## config.mk

```make
export PLATFORM = sky130hd
export DESIGN_NAME = cpu_ctl
export DESIGN_NICKNAME = d
export VERILOG_FILES = /design/src/cpu_ctl_pkg.sv /design/src/cpu_ctl.sv
export SDC_FILE = /design/constraint.sdc
export NUM_CORES = 1
export LEC_CHECK = 0
export ABC_AREA = 1
export BUFFER_PORTS_ARGS = -buffer_cell sky130_fd_sc_hd__buf_2
export CAP_MARGIN = 20
export CORE_ASPECT_RATIO = 0.7
export CORE_MARGIN = 2
export CORE_UTILIZATION = 63
export CTS_BUF_LIST = sky130_fd_sc_hd__clkbuf_16
export DETAILED_ROUTE_END_ITERATION = 16
export HOLD_SLACK_MARGIN = 0.15
export PLACE_DENSITY = 0.85
export SYNTH_ARGS = -nofsm -noshare
export SYNTH_HDL_FRONTEND = slang
export SYNTH_SLANG_ARGS = --single-unit
export TNS_END_PERCENT = 1
```

## constraint.sdc

```tcl
create_clock -name clk_i -period 3.98 [get_ports clk_i]
set_input_delay 0.796 -clock clk_i [delete_from_list [all_inputs] [get_ports clk_i]]
set_output_delay 0.796 -clock clk_i [all_outputs]
set_load 0.02 [all_outputs]
```

## src/cpu_ctl_pkg.sv

```systemverilog
// Constants, types and register map of the processor control unit.
// Assumes one 200 MHz clock and a classic Wishbone register bus.
package cpu_ctl_pkg;
	localparam int        RST_SEQ_CLKS = 7;
	localparam int        NMI_IGNORE_CLKS = 2;
	localparam logic [19:0] BOOT_ADDR = 20'hffff0;
	localparam logic [7:0] NMI_TYPE = 8'h02;
	localparam logic [3:0] IO_UPPER = 4'h0;
	localparam logic [19:0] FETCH_STEP = 20'h00002;
	// Encoded cycle status
	localparam logic [2:0] ST_INTERRUPT_ACK_STROBE = 3'h0;
	localparam logic [2:0] ST_IOR = 3'h1;
	localparam logic [2:0] ST_IOW = 3'h2;
	localparam logic [2:0] ST_HALT = 3'h3;
	localparam logic [2:0] ST_FETCH = 3'h4;
	localparam logic [2:0] ST_PASSIVE = 3'h7;
	// Register byte offsets
	localparam logic [7:0] REG_CTRL = 8'h00;
	localparam logic [7:0] REG_IO_CMD = 8'h04;
	localparam logic [7:0] REG_IO_DATA = 8'h08;
	localparam logic [7:0] REG_STATUS = 8'h0c;
	localparam logic [7:0] REG_VECTOR = 8'h10;
	localparam logic [7:0] REG_CONTEXT = 8'h14;
	localparam logic [7:0] REG_SAVED = 8'h18;
	localparam logic [7:0] REG_SAVED_FLAGS = 8'h1c;
	// Control register fields
	localparam int IE_BIT = 9;
	localparam int C_LOCK = 16;
	localparam int C_LOCK_END = 17;
	localparam int C_HALT = 18;
	localparam int C_WAIT = 19;
	localparam int C_BOUNDARY = 20;
	localparam int C_RETURN = 21;
	localparam int C_QFULL = 22;
	// I/O command fields
	localparam int IO_WRITE = 16;
	localparam int IO_WORD = 17;
	localparam logic [15:0] FLAGS_RESET = 16'h0000;
	typedef enum {S_IDLE, S_T1, S_T2, S_T3, S_TW, S_T4} bus_state_e;
	typedef enum {K_IOR, K_IOW, K_INTA1, K_INTA2, K_HALT, K_FETCH} cycle_e;
	typedef struct packed {
		logic        ale;
		logic        rd_n;
		logic        wr_n;
		logic        interrupt_ack_strobe_n;
		logic        m_io;
		logic        bhe_n;
		logic        cycle_status_bit2;
		logic        cycle_status_bit1;
		logic        cycle_status_bit0;
		logic        lock_n;
		logic        float_out;
		logic        data_oe;
		logic [19:0] addr;
		logic [15:0] data;
	} bus_pins_s;
endpackage

```

## src/cpu_ctl.sv

```systemverilog
// Processor external control: reset sequence, interrupts, halt, lock,
// request/grant, wait loop and I/O cycles. Pins are asynchronous and are
// synchronised here; the register bus and core pulses share clk_i.
`timescale 1ns/100ps
`default_nettype none
module cpu_ctl (
	input  wire logic                  clk_i,
	input  wire logic                  rst_i,
	input  wire logic                  wb_cyc_i,
	input  wire logic                  wb_stb_i,
	input  wire logic                  wb_we_i,
	input  wire logic [7:0]            wb_adr_i,
	input  wire logic [3:0]            wb_sel_i,
	input  wire logic [31:0]           wb_dat_i,
	output logic [31:0]                wb_dat_o,
	output logic                       wb_ack_o,
	input  wire logic                  mode_strap_i,
	input  wire logic                  nmi_i,
	input  wire logic                  maskable_request_i,
	input  wire logic                  test_n_i,
	input  wire logic                  ready_i,
	input  wire logic                  request_grant_pin_i,
	output logic                       request_grant_pin_o,
	output logic                       request_grant_pin_oe_o,
	input  wire logic [15:0]           data_i,
	output cpu_ctl_pkg::bus_pins_s     bus_o
);
	function automatic logic [15:0] lane_in(input logic [15:0] d,
		input logic odd, input logic word);
		lane_in = word ? d : (odd ? {8'h00, d[15:8]} : {8'h00, d[7:0]});
	endfunction
	function automatic logic [15:0] lane_out(input logic [15:0] d,
		input logic odd, input logic word);
		lane_out = (odd && !word) ? {d[7:0], 8'h00} : d;
	endfunction

	// Pin synchronisers: nmi, maskable_request, test_n, ready, rg, strap
	logic [5:0]  s1_ff, s2_ff;
	logic [15:0] d1_ff, d2_ff;
	wire nmi_s = s2_ff[0];
	wire maskable_request_s = s2_ff[1];
	wire test_n_s = s2_ff[2];
	wire ready_s = s2_ff[3];
	wire rg_s = s2_ff[4];
	wire mode_hi = s2_ff[5];

	cpu_ctl_pkg::bus_state_e st_ff, nxt_st;
	cpu_ctl_pkg::cycle_e     kind_ff, nxt_kind;
	cpu_ctl_pkg::bus_pins_s  nxt_bus;
	logic [3:0]  post_cnt_ff;
	logic        nmi_q_ff, nmi_pend_ff, maskable_request_prev_ff, rg_q_ff;
	logic        rg_pend_ff, granted_ff, lock_ff, lock_rel_ff;
	logic        interrupt_ack_strobe_lock_ff, interrupt_ack_strobe_seq_ff, halted_ff, halt_pend_ff;
	logic        waiting_ff, fetch_pend_ff, io_pend_ff, qfull_ff;
	logic [15:0] flags_ff, saved_flags_ff, io_port_ff, io_wdata_ff;
	logic [15:0] io_rdata_ff;
	logic        io_wr_ff, io_word_ff;
	logic [31:0] ctx_ff, saved_ctx_ff;
	logic [9:0]  vector_ff;
	logic [19:0] fetch_addr_ff;

	// Register bus decode
	wire req = wb_cyc_i && wb_stb_i && !wb_ack_o;
	wire wr = req && wb_we_i;
	wire wr_ctrl = wr && wb_adr_i == cpu_ctl_pkg::REG_CTRL;
	wire wr_flags = wr_ctrl && wb_sel_i[1:0] == 2'b11;
	wire wr_pulse = wr_ctrl && wb_sel_i[2];
	wire busy = st_ff != cpu_ctl_pkg::S_IDLE;
	// I/O commands are dropped while one is pending; status bit 0 shows busy or pending
	wire wr_io = wr && wb_adr_i == cpu_ctl_pkg::REG_IO_CMD &&
		!io_pend_ff && wb_sel_i == 4'hf;
	wire wr_iod = wr && wb_adr_i == cpu_ctl_pkg::REG_IO_DATA;
	wire wr_ctx = wr && wb_adr_i == cpu_ctl_pkg::REG_CONTEXT;
	wire p_lock = wr_pulse && wb_dat_i[cpu_ctl_pkg::C_LOCK];
	wire p_lock_end = wr_pulse && wb_dat_i[cpu_ctl_pkg::C_LOCK_END];
	wire p_halt = wr_pulse && wb_dat_i[cpu_ctl_pkg::C_HALT];
	wire p_wait = wr_pulse && wb_dat_i[cpu_ctl_pkg::C_WAIT];
	wire p_bound = wr_pulse && wb_dat_i[cpu_ctl_pkg::C_BOUNDARY];
	wire p_ret = wr_pulse && wb_dat_i[cpu_ctl_pkg::C_RETURN];
	wire [31:0] status_w = {24'h0, qfull_ff, interrupt_ack_strobe_seq_ff,
		granted_ff, lock_ff, nmi_pend_ff, waiting_ff, halted_ff,
		busy || io_pend_ff};
	wire [31:0] rd_mux =
		wb_adr_i == cpu_ctl_pkg::REG_CTRL ?
			{9'h0, qfull_ff, 6'h0, flags_ff} :
		wb_adr_i == cpu_ctl_pkg::REG_IO_CMD ?
			{14'h0, io_word_ff, io_wr_ff, io_port_ff} :
		wb_adr_i == cpu_ctl_pkg::REG_IO_DATA ?
			{16'h0, io_rdata_ff} :
		wb_adr_i == cpu_ctl_pkg::REG_STATUS ? status_w :
		wb_adr_i == cpu_ctl_pkg::REG_VECTOR ? {22'h0, vector_ff} :
		wb_adr_i == cpu_ctl_pkg::REG_CONTEXT ? ctx_ff :
		wb_adr_i == cpu_ctl_pkg::REG_SAVED ? saved_ctx_ff :
		wb_adr_i == cpu_ctl_pkg::REG_SAVED_FLAGS ?
			{16'h0, saved_flags_ff} : 32'h0;

	// Reset sequence and event detection
	wire run = post_cnt_ff == 4'(cpu_ctl_pkg::RST_SEQ_CLKS);
	wire run_start = post_cnt_ff == 4'(cpu_ctl_pkg::RST_SEQ_CLKS - 1);
	wire nmi_edge = nmi_s && !nmi_q_ff &&
		post_cnt_ff >= 4'(cpu_ctl_pkg::NMI_IGNORE_CLKS);
	wire ie = flags_ff[cpu_ctl_pkg::IE_BIT];
	wire lock_any = lock_ff || interrupt_ack_strobe_lock_ff;
	wire take_ok = run && !busy && !granted_ff && !interrupt_ack_strobe_seq_ff &&
		(p_bound || halted_ff || waiting_ff);
	wire nmi_take = take_ok && nmi_pend_ff;
	// Level sampled one clock before the boundary
	wire maskable_request_take = take_ok && !nmi_pend_ff &&
		ie && maskable_request_prev_ff;
	wire any_take = nmi_take || maskable_request_take;
	wire rg_edge = !rg_s && rg_q_ff;
	wire grant = rg_pend_ff && !lock_any && !busy &&
		!interrupt_ack_strobe_seq_ff && !maskable_request_take;
	wire at_t4 = st_ff == cpu_ctl_pkg::S_T4;
	wire inta2_end = at_t4 && kind_ff == cpu_ctl_pkg::K_INTA2;
	wire inta1_end = at_t4 && kind_ff == cpu_ctl_pkg::K_INTA1;
	wire want_fetch = fetch_pend_ff ||
		(waiting_ff && !qfull_ff);
	wire can_start = run && !busy && !granted_ff && !grant;

	// Cycle start and sequencing
	always_comb begin
		nxt_st = st_ff;
		nxt_kind = kind_ff;
		case (st_ff)
		cpu_ctl_pkg::S_IDLE: begin
			if (maskable_request_take) begin
				nxt_st = cpu_ctl_pkg::S_T1;
				nxt_kind = cpu_ctl_pkg::K_INTA1;
			end else if (can_start && !any_take && io_pend_ff) begin
				nxt_st = cpu_ctl_pkg::S_T1;
				nxt_kind = io_wr_ff ? cpu_ctl_pkg::K_IOW :
					cpu_ctl_pkg::K_IOR;
			end else if (can_start && !any_take && halt_pend_ff) begin
				nxt_st = cpu_ctl_pkg::S_T1;
				nxt_kind = cpu_ctl_pkg::K_HALT;
			end else if (can_start && !any_take && want_fetch) begin
				nxt_st = cpu_ctl_pkg::S_T1;
				nxt_kind = cpu_ctl_pkg::K_FETCH;
			end
		end
		cpu_ctl_pkg::S_T1:
			nxt_st = kind_ff == cpu_ctl_pkg::K_HALT ?
				cpu_ctl_pkg::S_IDLE : cpu_ctl_pkg::S_T2;
		cpu_ctl_pkg::S_T2:
			nxt_st = cpu_ctl_pkg::S_T3;
		cpu_ctl_pkg::S_T3, cpu_ctl_pkg::S_TW:
			nxt_st = ready_s ? cpu_ctl_pkg::S_T4 :
				cpu_ctl_pkg::S_TW;
		cpu_ctl_pkg::S_T4: begin
			nxt_st = cpu_ctl_pkg::S_IDLE;
			if (inta1_end) begin
				nxt_st = cpu_ctl_pkg::S_T1;
				nxt_kind = cpu_ctl_pkg::K_INTA2;
			end
		end
		default:
			nxt_st = cpu_ctl_pkg::S_IDLE;
		endcase
	end

	// Pin values, registered one clock behind the state
	wire k_io = kind_ff == cpu_ctl_pkg::K_IOR ||
		kind_ff == cpu_ctl_pkg::K_IOW;
	wire k_interrupt_ack_strobe = kind_ff == cpu_ctl_pkg::K_INTA1 ||
		kind_ff == cpu_ctl_pkg::K_INTA2;
	wire in_t2w = st_ff == cpu_ctl_pkg::S_T2 ||
		st_ff == cpu_ctl_pkg::S_T3 || st_ff == cpu_ctl_pkg::S_TW;
	wire [2:0] code =
		kind_ff == cpu_ctl_pkg::K_IOR ? cpu_ctl_pkg::ST_IOR :
		kind_ff == cpu_ctl_pkg::K_IOW ? cpu_ctl_pkg::ST_IOW :
		kind_ff == cpu_ctl_pkg::K_HALT ? cpu_ctl_pkg::ST_HALT :
		kind_ff == cpu_ctl_pkg::K_FETCH ? cpu_ctl_pkg::ST_FETCH :
		cpu_ctl_pkg::ST_INTERRUPT_ACK_STROBE;
	wire [2:0] status_pins = (!mode_hi && (st_ff == cpu_ctl_pkg::S_T1 ||
		in_t2w)) ? code : cpu_ctl_pkg::ST_PASSIVE;
	// Acknowledge cycles keep the last address on the lines
	wire [19:0] addr_w = k_io ?
		{cpu_ctl_pkg::IO_UPPER, io_port_ff} :
		kind_ff == cpu_ctl_pkg::K_FETCH ? fetch_addr_ff : bus_o.addr;
	assign nxt_bus.ale = st_ff == cpu_ctl_pkg::S_T1 && mode_hi;
	assign nxt_bus.rd_n = !(mode_hi && in_t2w &&
		(kind_ff == cpu_ctl_pkg::K_IOR ||
		kind_ff == cpu_ctl_pkg::K_FETCH));
	assign nxt_bus.wr_n = !(mode_hi && in_t2w &&
		kind_ff == cpu_ctl_pkg::K_IOW);
	assign nxt_bus.interrupt_ack_strobe_n = !(mode_hi && in_t2w && k_interrupt_ack_strobe);
	assign nxt_bus.m_io = kind_ff == cpu_ctl_pkg::K_FETCH;
	assign nxt_bus.bhe_n = k_io ? !(io_word_ff || io_port_ff[0]) :
		kind_ff != cpu_ctl_pkg::K_FETCH;
	assign {nxt_bus.cycle_status_bit2, nxt_bus.cycle_status_bit1,
		nxt_bus.cycle_status_bit0} = status_pins;
	assign nxt_bus.lock_n = !(!mode_hi && lock_any);
	assign nxt_bus.float_out = granted_ff;
	assign nxt_bus.data_oe = kind_ff == cpu_ctl_pkg::K_IOW &&
		(in_t2w || at_t4);
	assign nxt_bus.data = lane_out(io_wdata_ff, io_port_ff[0],
		io_word_ff);
	assign nxt_bus.addr = busy ? addr_w : bus_o.addr;

	always_ff @(posedge clk_i) begin
		s1_ff <= {mode_strap_i, request_grant_pin_i, ready_i, test_n_i,
			maskable_request_i, nmi_i};
		s2_ff <= s1_ff;
		d1_ff <= data_i;
		d2_ff <= d1_ff;
	end

	always_ff @(posedge clk_i) begin
		if (rst_i) begin
			wb_ack_o <= 1'b0;
			wb_dat_o <= 32'h0;
		end else begin
			wb_ack_o <= req;
			wb_dat_o <= req ? rd_mux : 32'h0;
		end
	end

	always_ff @(posedge clk_i) begin
		if (rst_i) begin
			post_cnt_ff <= 4'h0;
			st_ff <= cpu_ctl_pkg::S_IDLE;
			kind_ff <= cpu_ctl_pkg::K_FETCH;
			nmi_q_ff <= 1'b0;
			maskable_request_prev_ff <= 1'b0;
			rg_q_ff <= 1'b1;
		end else begin
			if (!run)
				post_cnt_ff <= post_cnt_ff + 4'h1;
			st_ff <= nxt_st;
			kind_ff <= nxt_kind;
			nmi_q_ff <= nmi_s;
			maskable_request_prev_ff <= maskable_request_s;
			rg_q_ff <= rg_s;
		end
	end

	always_ff @(posedge clk_i) begin
		if (rst_i) begin
			bus_o <= '{cycle_status_bit2: 1'b1, cycle_status_bit1: 1'b1,
				cycle_status_bit0: 1'b1, rd_n: 1'b1, wr_n: 1'b1,
				interrupt_ack_strobe_n: 1'b1, bhe_n: 1'b1,
				lock_n: 1'b1, default: '0};
			request_grant_pin_o <= 1'b1;
			request_grant_pin_oe_o <= 1'b0;
		end else begin
			bus_o <= nxt_bus;
			request_grant_pin_o <= !grant;
			request_grant_pin_oe_o <= grant;
		end
	end

	// Pending events: a new event wins over its own clear
	always_ff @(posedge clk_i) begin
		if (rst_i) begin
			nmi_pend_ff <= 1'b0;
			rg_pend_ff <= 1'b0;
			granted_ff <= 1'b0;
			halt_pend_ff <= 1'b0;
			halted_ff <= 1'b0;
			fetch_pend_ff <= 1'b0;
			io_pend_ff <= 1'b0;
			waiting_ff <= 1'b0;
		end else begin
			nmi_pend_ff <= nmi_edge || (nmi_pend_ff && !nmi_take);
			rg_pend_ff <= (rg_edge && !granted_ff) ||
				(rg_pend_ff && !grant);
			granted_ff <= grant || (granted_ff && !rg_edge);
			halt_pend_ff <= p_halt || (granted_ff && rg_edge &&
				halted_ff) || (halt_pend_ff && !(can_start &&
				!any_take && !io_pend_ff));
			if (any_take)
				halted_ff <= 1'b0;
			else if (st_ff == cpu_ctl_pkg::S_T1 &&
				kind_ff == cpu_ctl_pkg::K_HALT)
				halted_ff <= 1'b1;
			fetch_pend_ff <= run_start || (any_take && waiting_ff) ||
				(fetch_pend_ff && !(nxt_kind == cpu_ctl_pkg::K_FETCH &&
				nxt_st == cpu_ctl_pkg::S_T1 && !busy));
			io_pend_ff <= wr_io || (io_pend_ff &&
				!(k_io && st_ff == cpu_ctl_pkg::S_T1));
			if (p_wait)
				waiting_ff <= 1'b1;
			else if (!test_n_s && !granted_ff)
				waiting_ff <= 1'b0;
		end
	end

	// Lock and acknowledge sequence
	always_ff @(posedge clk_i) begin
		if (rst_i) begin
			lock_ff <= 1'b0;
			lock_rel_ff <= 1'b0;
			interrupt_ack_strobe_lock_ff <= 1'b0;
			interrupt_ack_strobe_seq_ff <= 1'b0;
			vector_ff <= 10'h0;
		end else begin
			lock_rel_ff <= p_lock_end || (lock_rel_ff && busy);
			if (p_lock)
				lock_ff <= 1'b1;
			else if (lock_rel_ff && !busy)
				lock_ff <= 1'b0;
			if (st_ff == cpu_ctl_pkg::S_T2 && k_interrupt_ack_strobe)
				interrupt_ack_strobe_lock_ff <= kind_ff == cpu_ctl_pkg::K_INTA1;
			interrupt_ack_strobe_seq_ff <= maskable_request_take || (interrupt_ack_strobe_seq_ff && !inta2_end);
			if (nmi_take)
				vector_ff <= {cpu_ctl_pkg::NMI_TYPE, 2'b00};
			else if (inta2_end)
				vector_ff <= {d2_ff[7:0], 2'b00};
		end
	end

	// Software state and context save
	always_ff @(posedge clk_i) begin
		if (rst_i) begin
			flags_ff <= cpu_ctl_pkg::FLAGS_RESET;
			saved_flags_ff <= cpu_ctl_pkg::FLAGS_RESET;
			ctx_ff <= 32'h0;
			saved_ctx_ff <= 32'h0;
			qfull_ff <= 1'b0;
			io_port_ff <= 16'h0;
			io_wdata_ff <= 16'h0;
			io_rdata_ff <= 16'h0;
			io_wr_ff <= 1'b0;
			io_word_ff <= 1'b0;
			fetch_addr_ff <= cpu_ctl_pkg::BOOT_ADDR;
		end else begin
			if (any_take) begin
				saved_flags_ff <= flags_ff;
				saved_ctx_ff <= ctx_ff;
				flags_ff[cpu_ctl_pkg::IE_BIT] <= 1'b0;
			end else if (p_ret) begin
				flags_ff <= saved_flags_ff;
				ctx_ff <= saved_ctx_ff;
			end else if (wr_flags)
				flags_ff <= wb_dat_i[15:0];
			if (wr_ctx && !any_take && !p_ret)
				ctx_ff <= wb_dat_i;
			if (wr_pulse)
				qfull_ff <= wb_dat_i[cpu_ctl_pkg::C_QFULL];
			if (wr_io) begin
				io_port_ff <= wb_dat_i[15:0];
				io_wr_ff <= wb_dat_i[cpu_ctl_pkg::IO_WRITE];
				io_word_ff <= wb_dat_i[cpu_ctl_pkg::IO_WORD];
			end
			if (wr_iod)
				io_wdata_ff <= wb_dat_i[15:0];
			if (at_t4 && kind_ff == cpu_ctl_pkg::K_IOR)
				io_rdata_ff <= lane_in(d2_ff, io_port_ff[0],
					io_word_ff);
			if (at_t4 && kind_ff == cpu_ctl_pkg::K_FETCH)
				fetch_addr_ff <= fetch_addr_ff + cpu_ctl_pkg::FETCH_STEP;
		end
	end
endmodule
`default_nettype wire

```

==> metrics.yaml <==
floorplanning:
  io_pins: 154
  die_h_microns: 131
  fp.coreArea_sq_um: 22600
  start_util: 0.640
  die_w_microns: 185
  dieArea_sq_um: 24200
  fp-row-count: 46
cts:
  clk_latency_ps: 530
  cts.sinks: 384
  clk_path_buf_depth: 3
  postCtsSetupBuffers: 0
  hold_buffers: 0
  cts_made_buffers: 35
  h-tree-depth: 2
  clkTransAtPathRegs_ps: 60
  post_cts_resized: 0
  cts_tree: "built"
  root_buffer: "clkbuf_16"
critical_path:
  crit_end: "bus_o[21]"
  crit_path_start_kind: "flop"
  critical_path_class: "flop to flop"
  crit_arrival_ps: 3830
  end_kind: "flop"
  critPathLaunch: "kind_ff[27]"
  reg2reg_slack_ps: 580
  r2r-end: "bus_o[21]"
  r2r_cells: 13
  crit_fanout: 34
  cp.required_ps: 4410
  r2r_start: "kind_ff[27]"
timing:
  clock_skew_ps: 21.6
  period_share: 0.853
  max_slew_margin: 0.387
  fin_crit_ps: 3400
  rsz0062_at_grt: "no"
  drv_slew: 0
  setup_viol: 0
  max_slew.worst_pin.slew_ps: 913
  max_freq_mhz: 295
  hold_viol: 0
  tns_ps: 0
run:
  drv_cap: 0
route:
  wirelength_microns: 43400
  ant_nets: 0
  avgViaCountPerCell: 5.93
  vias: 13700
  drtIter0Drc: 1850
  wl_per_cell_microns: 18.7
  dr.pass1.iters: 5
  drc: 0
yosys:
  syn_inst: 1821
  ys_top_cells_by_area: "dfxtp_1, nand2_1, o21ai_0"
  syn_area_sq_um: 14400
  yosysSeqAreaShare: 0.532
  yosysTopAreaCell: "dfxtp_1"
  avgSynthCellArea_sq_um: 7.93
  synth.distinct_cells: 48
  synth-seq-cells: 384
  synth_warnings: 0
  synth_edf_count: 0
  yosysTopAreaCellShare: 0.532
  async_flop_share: 0
  synthFlopType: "dfxtp_1"
layout:
  final_layout_size_suffix_gt1_frac: 0.140
  finalNetCount: 2051
  stdcell_count: 2317
  n_fill_cell: 1702
  area_growth_pct: 16.0
global_routing:
  grt_first_pass_wirelength_microns: 66100
  grt_pass1_vias: 12300
  antenna_found_initial: 1
  grt_usage: 0.354
  overflow: 0
  grt_max_degree: 79
pwr:
  vdd_ir_drop_max_mv: 0.426
  pwr-share-comb: 0.029
  leakage_nw: 6.85
  p_sw_mw: 1.63
  netSwitchingFraction: 0.215
  p_int_mw: 5.96
  p_per_area_nw_per_um2: 453
  clockPowerShare: 0.454
  pwr-share-seq: 0.517
placed_design:
  gp_congestion: 0.975
  hpwl_microns: 30400
  dp_cells: 2251
  port_buffers: 153
worst_hold_path:
  holdCritPathClass: "flop to flop"
outcome:
  status: "completed"
[worst max-delay path, cell delays in order, from the launching register on]
cell,delay (ps)
dfxtp_1,350
nor4_1,410
nand4_1,270
nor2_4,300
inv_1,70
nor2_1,150
inv_2,80
nor2_4,310
inv_2,250
nand2_1,130
nand2_1,190
inv_2,430
o21ai_0,150
a31oi_1,210
[per-layer routing]
metal	routed length (microns)	share of wire	global-route usage	up-vias
met5	0	0	0	-
met4	1340	0.031	0.124	0
met3	5970	0.14	0.0948	124
met2	17800	0.41	0.503	869
met1	18300	0.42	0.519	6348
li1	-	-	-	6408
[synth_stat cells (12+ instances only)]
master / n
a31oi_1: 37
nor3_1: 21
nand2_1: 313
inv_2: 12
a21oi_1: 175
nor2_1: 199
o21ai_0: 183
dfxtp_1: 384
nand4_1: 16
clkbuf_1: 74
nand3_1: 73
o22ai_1: 19
a211oi_1: 18
inv_1: 166
a221oi_1: 14
[final cells by class]
cell class | count | area (sq um) | area share
flip-flops and latches | 384 | 7690 | 0.459
well taps | 312 | 390 | 0.0233
inverters | 181 | 681 | 0.0406
diodes | 2 | 5.00 | 0.000299
clock inverters | 28 | 290 | 0.0173
clock buffers | 35 | 876 | 0.0523
multi-input cells | 1192 | 5820 | 0.347
repair buffers | 183 | 1020 | 0.0606
[stage by stage]
| stage | setup WS (ps) | hold slack (ps) | total power [mW] | instance area, sq um | utilization |
|---|---|---|---|---|---|
| 2_1_floorplan | 1240 | 310 | 4.11 | 14600 | - |
| 3_3_place_gp | 507 | 311 | 4.21 | 15600 | 0.691 |
| 3_5_place_dp | 434 | 312 | 4.22 | 15600 | 0.691 |
| 4_1_cts | 587 | 326 | 7.60 | 16800 | 0.743 |
| 5_1_grt | 208 | 332 | 7.79 | 16800 | 0.743 |
| 6_report | 585 | 324 | 7.60 | 16800 | 0.743 |
[power by group through the flow]
stage                     registers (mW)  logic [mW]  clock network, mW
after global routing                3.93       0.235               3.63
after detailed placement            4.01       0.208                  0
final                               3.93       0.220               3.45
after floorplan                     4.02      0.0953                  0
after CTS                           3.93       0.211               3.47
after global placement              4.01       0.204                  0
[cells by family (layout without fill, tap and decap cells)]
logic type / Yosys count / in the layout / synth area share
compound gates: 497 / 497 / 0.195
other cells: 1 / 31 / 0.000260
flops: 384 / 384 / 0.532
simple gates: 663 / 663 / 0.197
buf+inv: 273 / 427 / 0.0735
fa+ha+maj: 3 / 3 / 0.00260
[state kept, by name, summed over array words and instances (netlist names), 8 cells and up]
register / flops
fetch_addr_ff: 19
flags_ff: 16
io_wdata_ff: 16
saved_flags_ff: 16
st_ff: 32
d2_ff: 16
wb_dat_o: 32
bus_o: 48
d1_ff: 16
io_rdata_ff: 16
saved_ctx_ff: 32
io_port_ff: 16
kind_ff: 32
vector_ff: 8
ctx_ff: 32
[worst min-delay path by stage]
stage | start | endpoint | cells past startpoint
after detailed placement | d1_ff[14] | d2_ff[14] | 0
after global routing | s1_ff[4] | s2_ff[4] | 0
after floorplan | d1_ff[0] | d2_ff[0] | 0
final | d1_ff[8] | d2_ff[8] | 0
after global placement | s1_ff[0] | s2_ff[0] | 0
after CTS | d1_ff[14] | d2_ff[14] | 0
[layout by cell type, fill, tap and decap left out, drive strengths merged, types with 23 or more instances in the layout]
cell type / netlist / final
dfxtp: 384 / 384
nand2: 317 / 317
nor2: 212 / 212
o21ai: 189 / 189
inv: 178 / 187
buf: 17 / 183
a21oi: 175 / 175
nand3: 80 / 80
a31oi: 37 / 37
clkbuf: 75 / 35
conb: 1 / 29
nor3: 23 / 23
(Power assumes the default switching activity.)
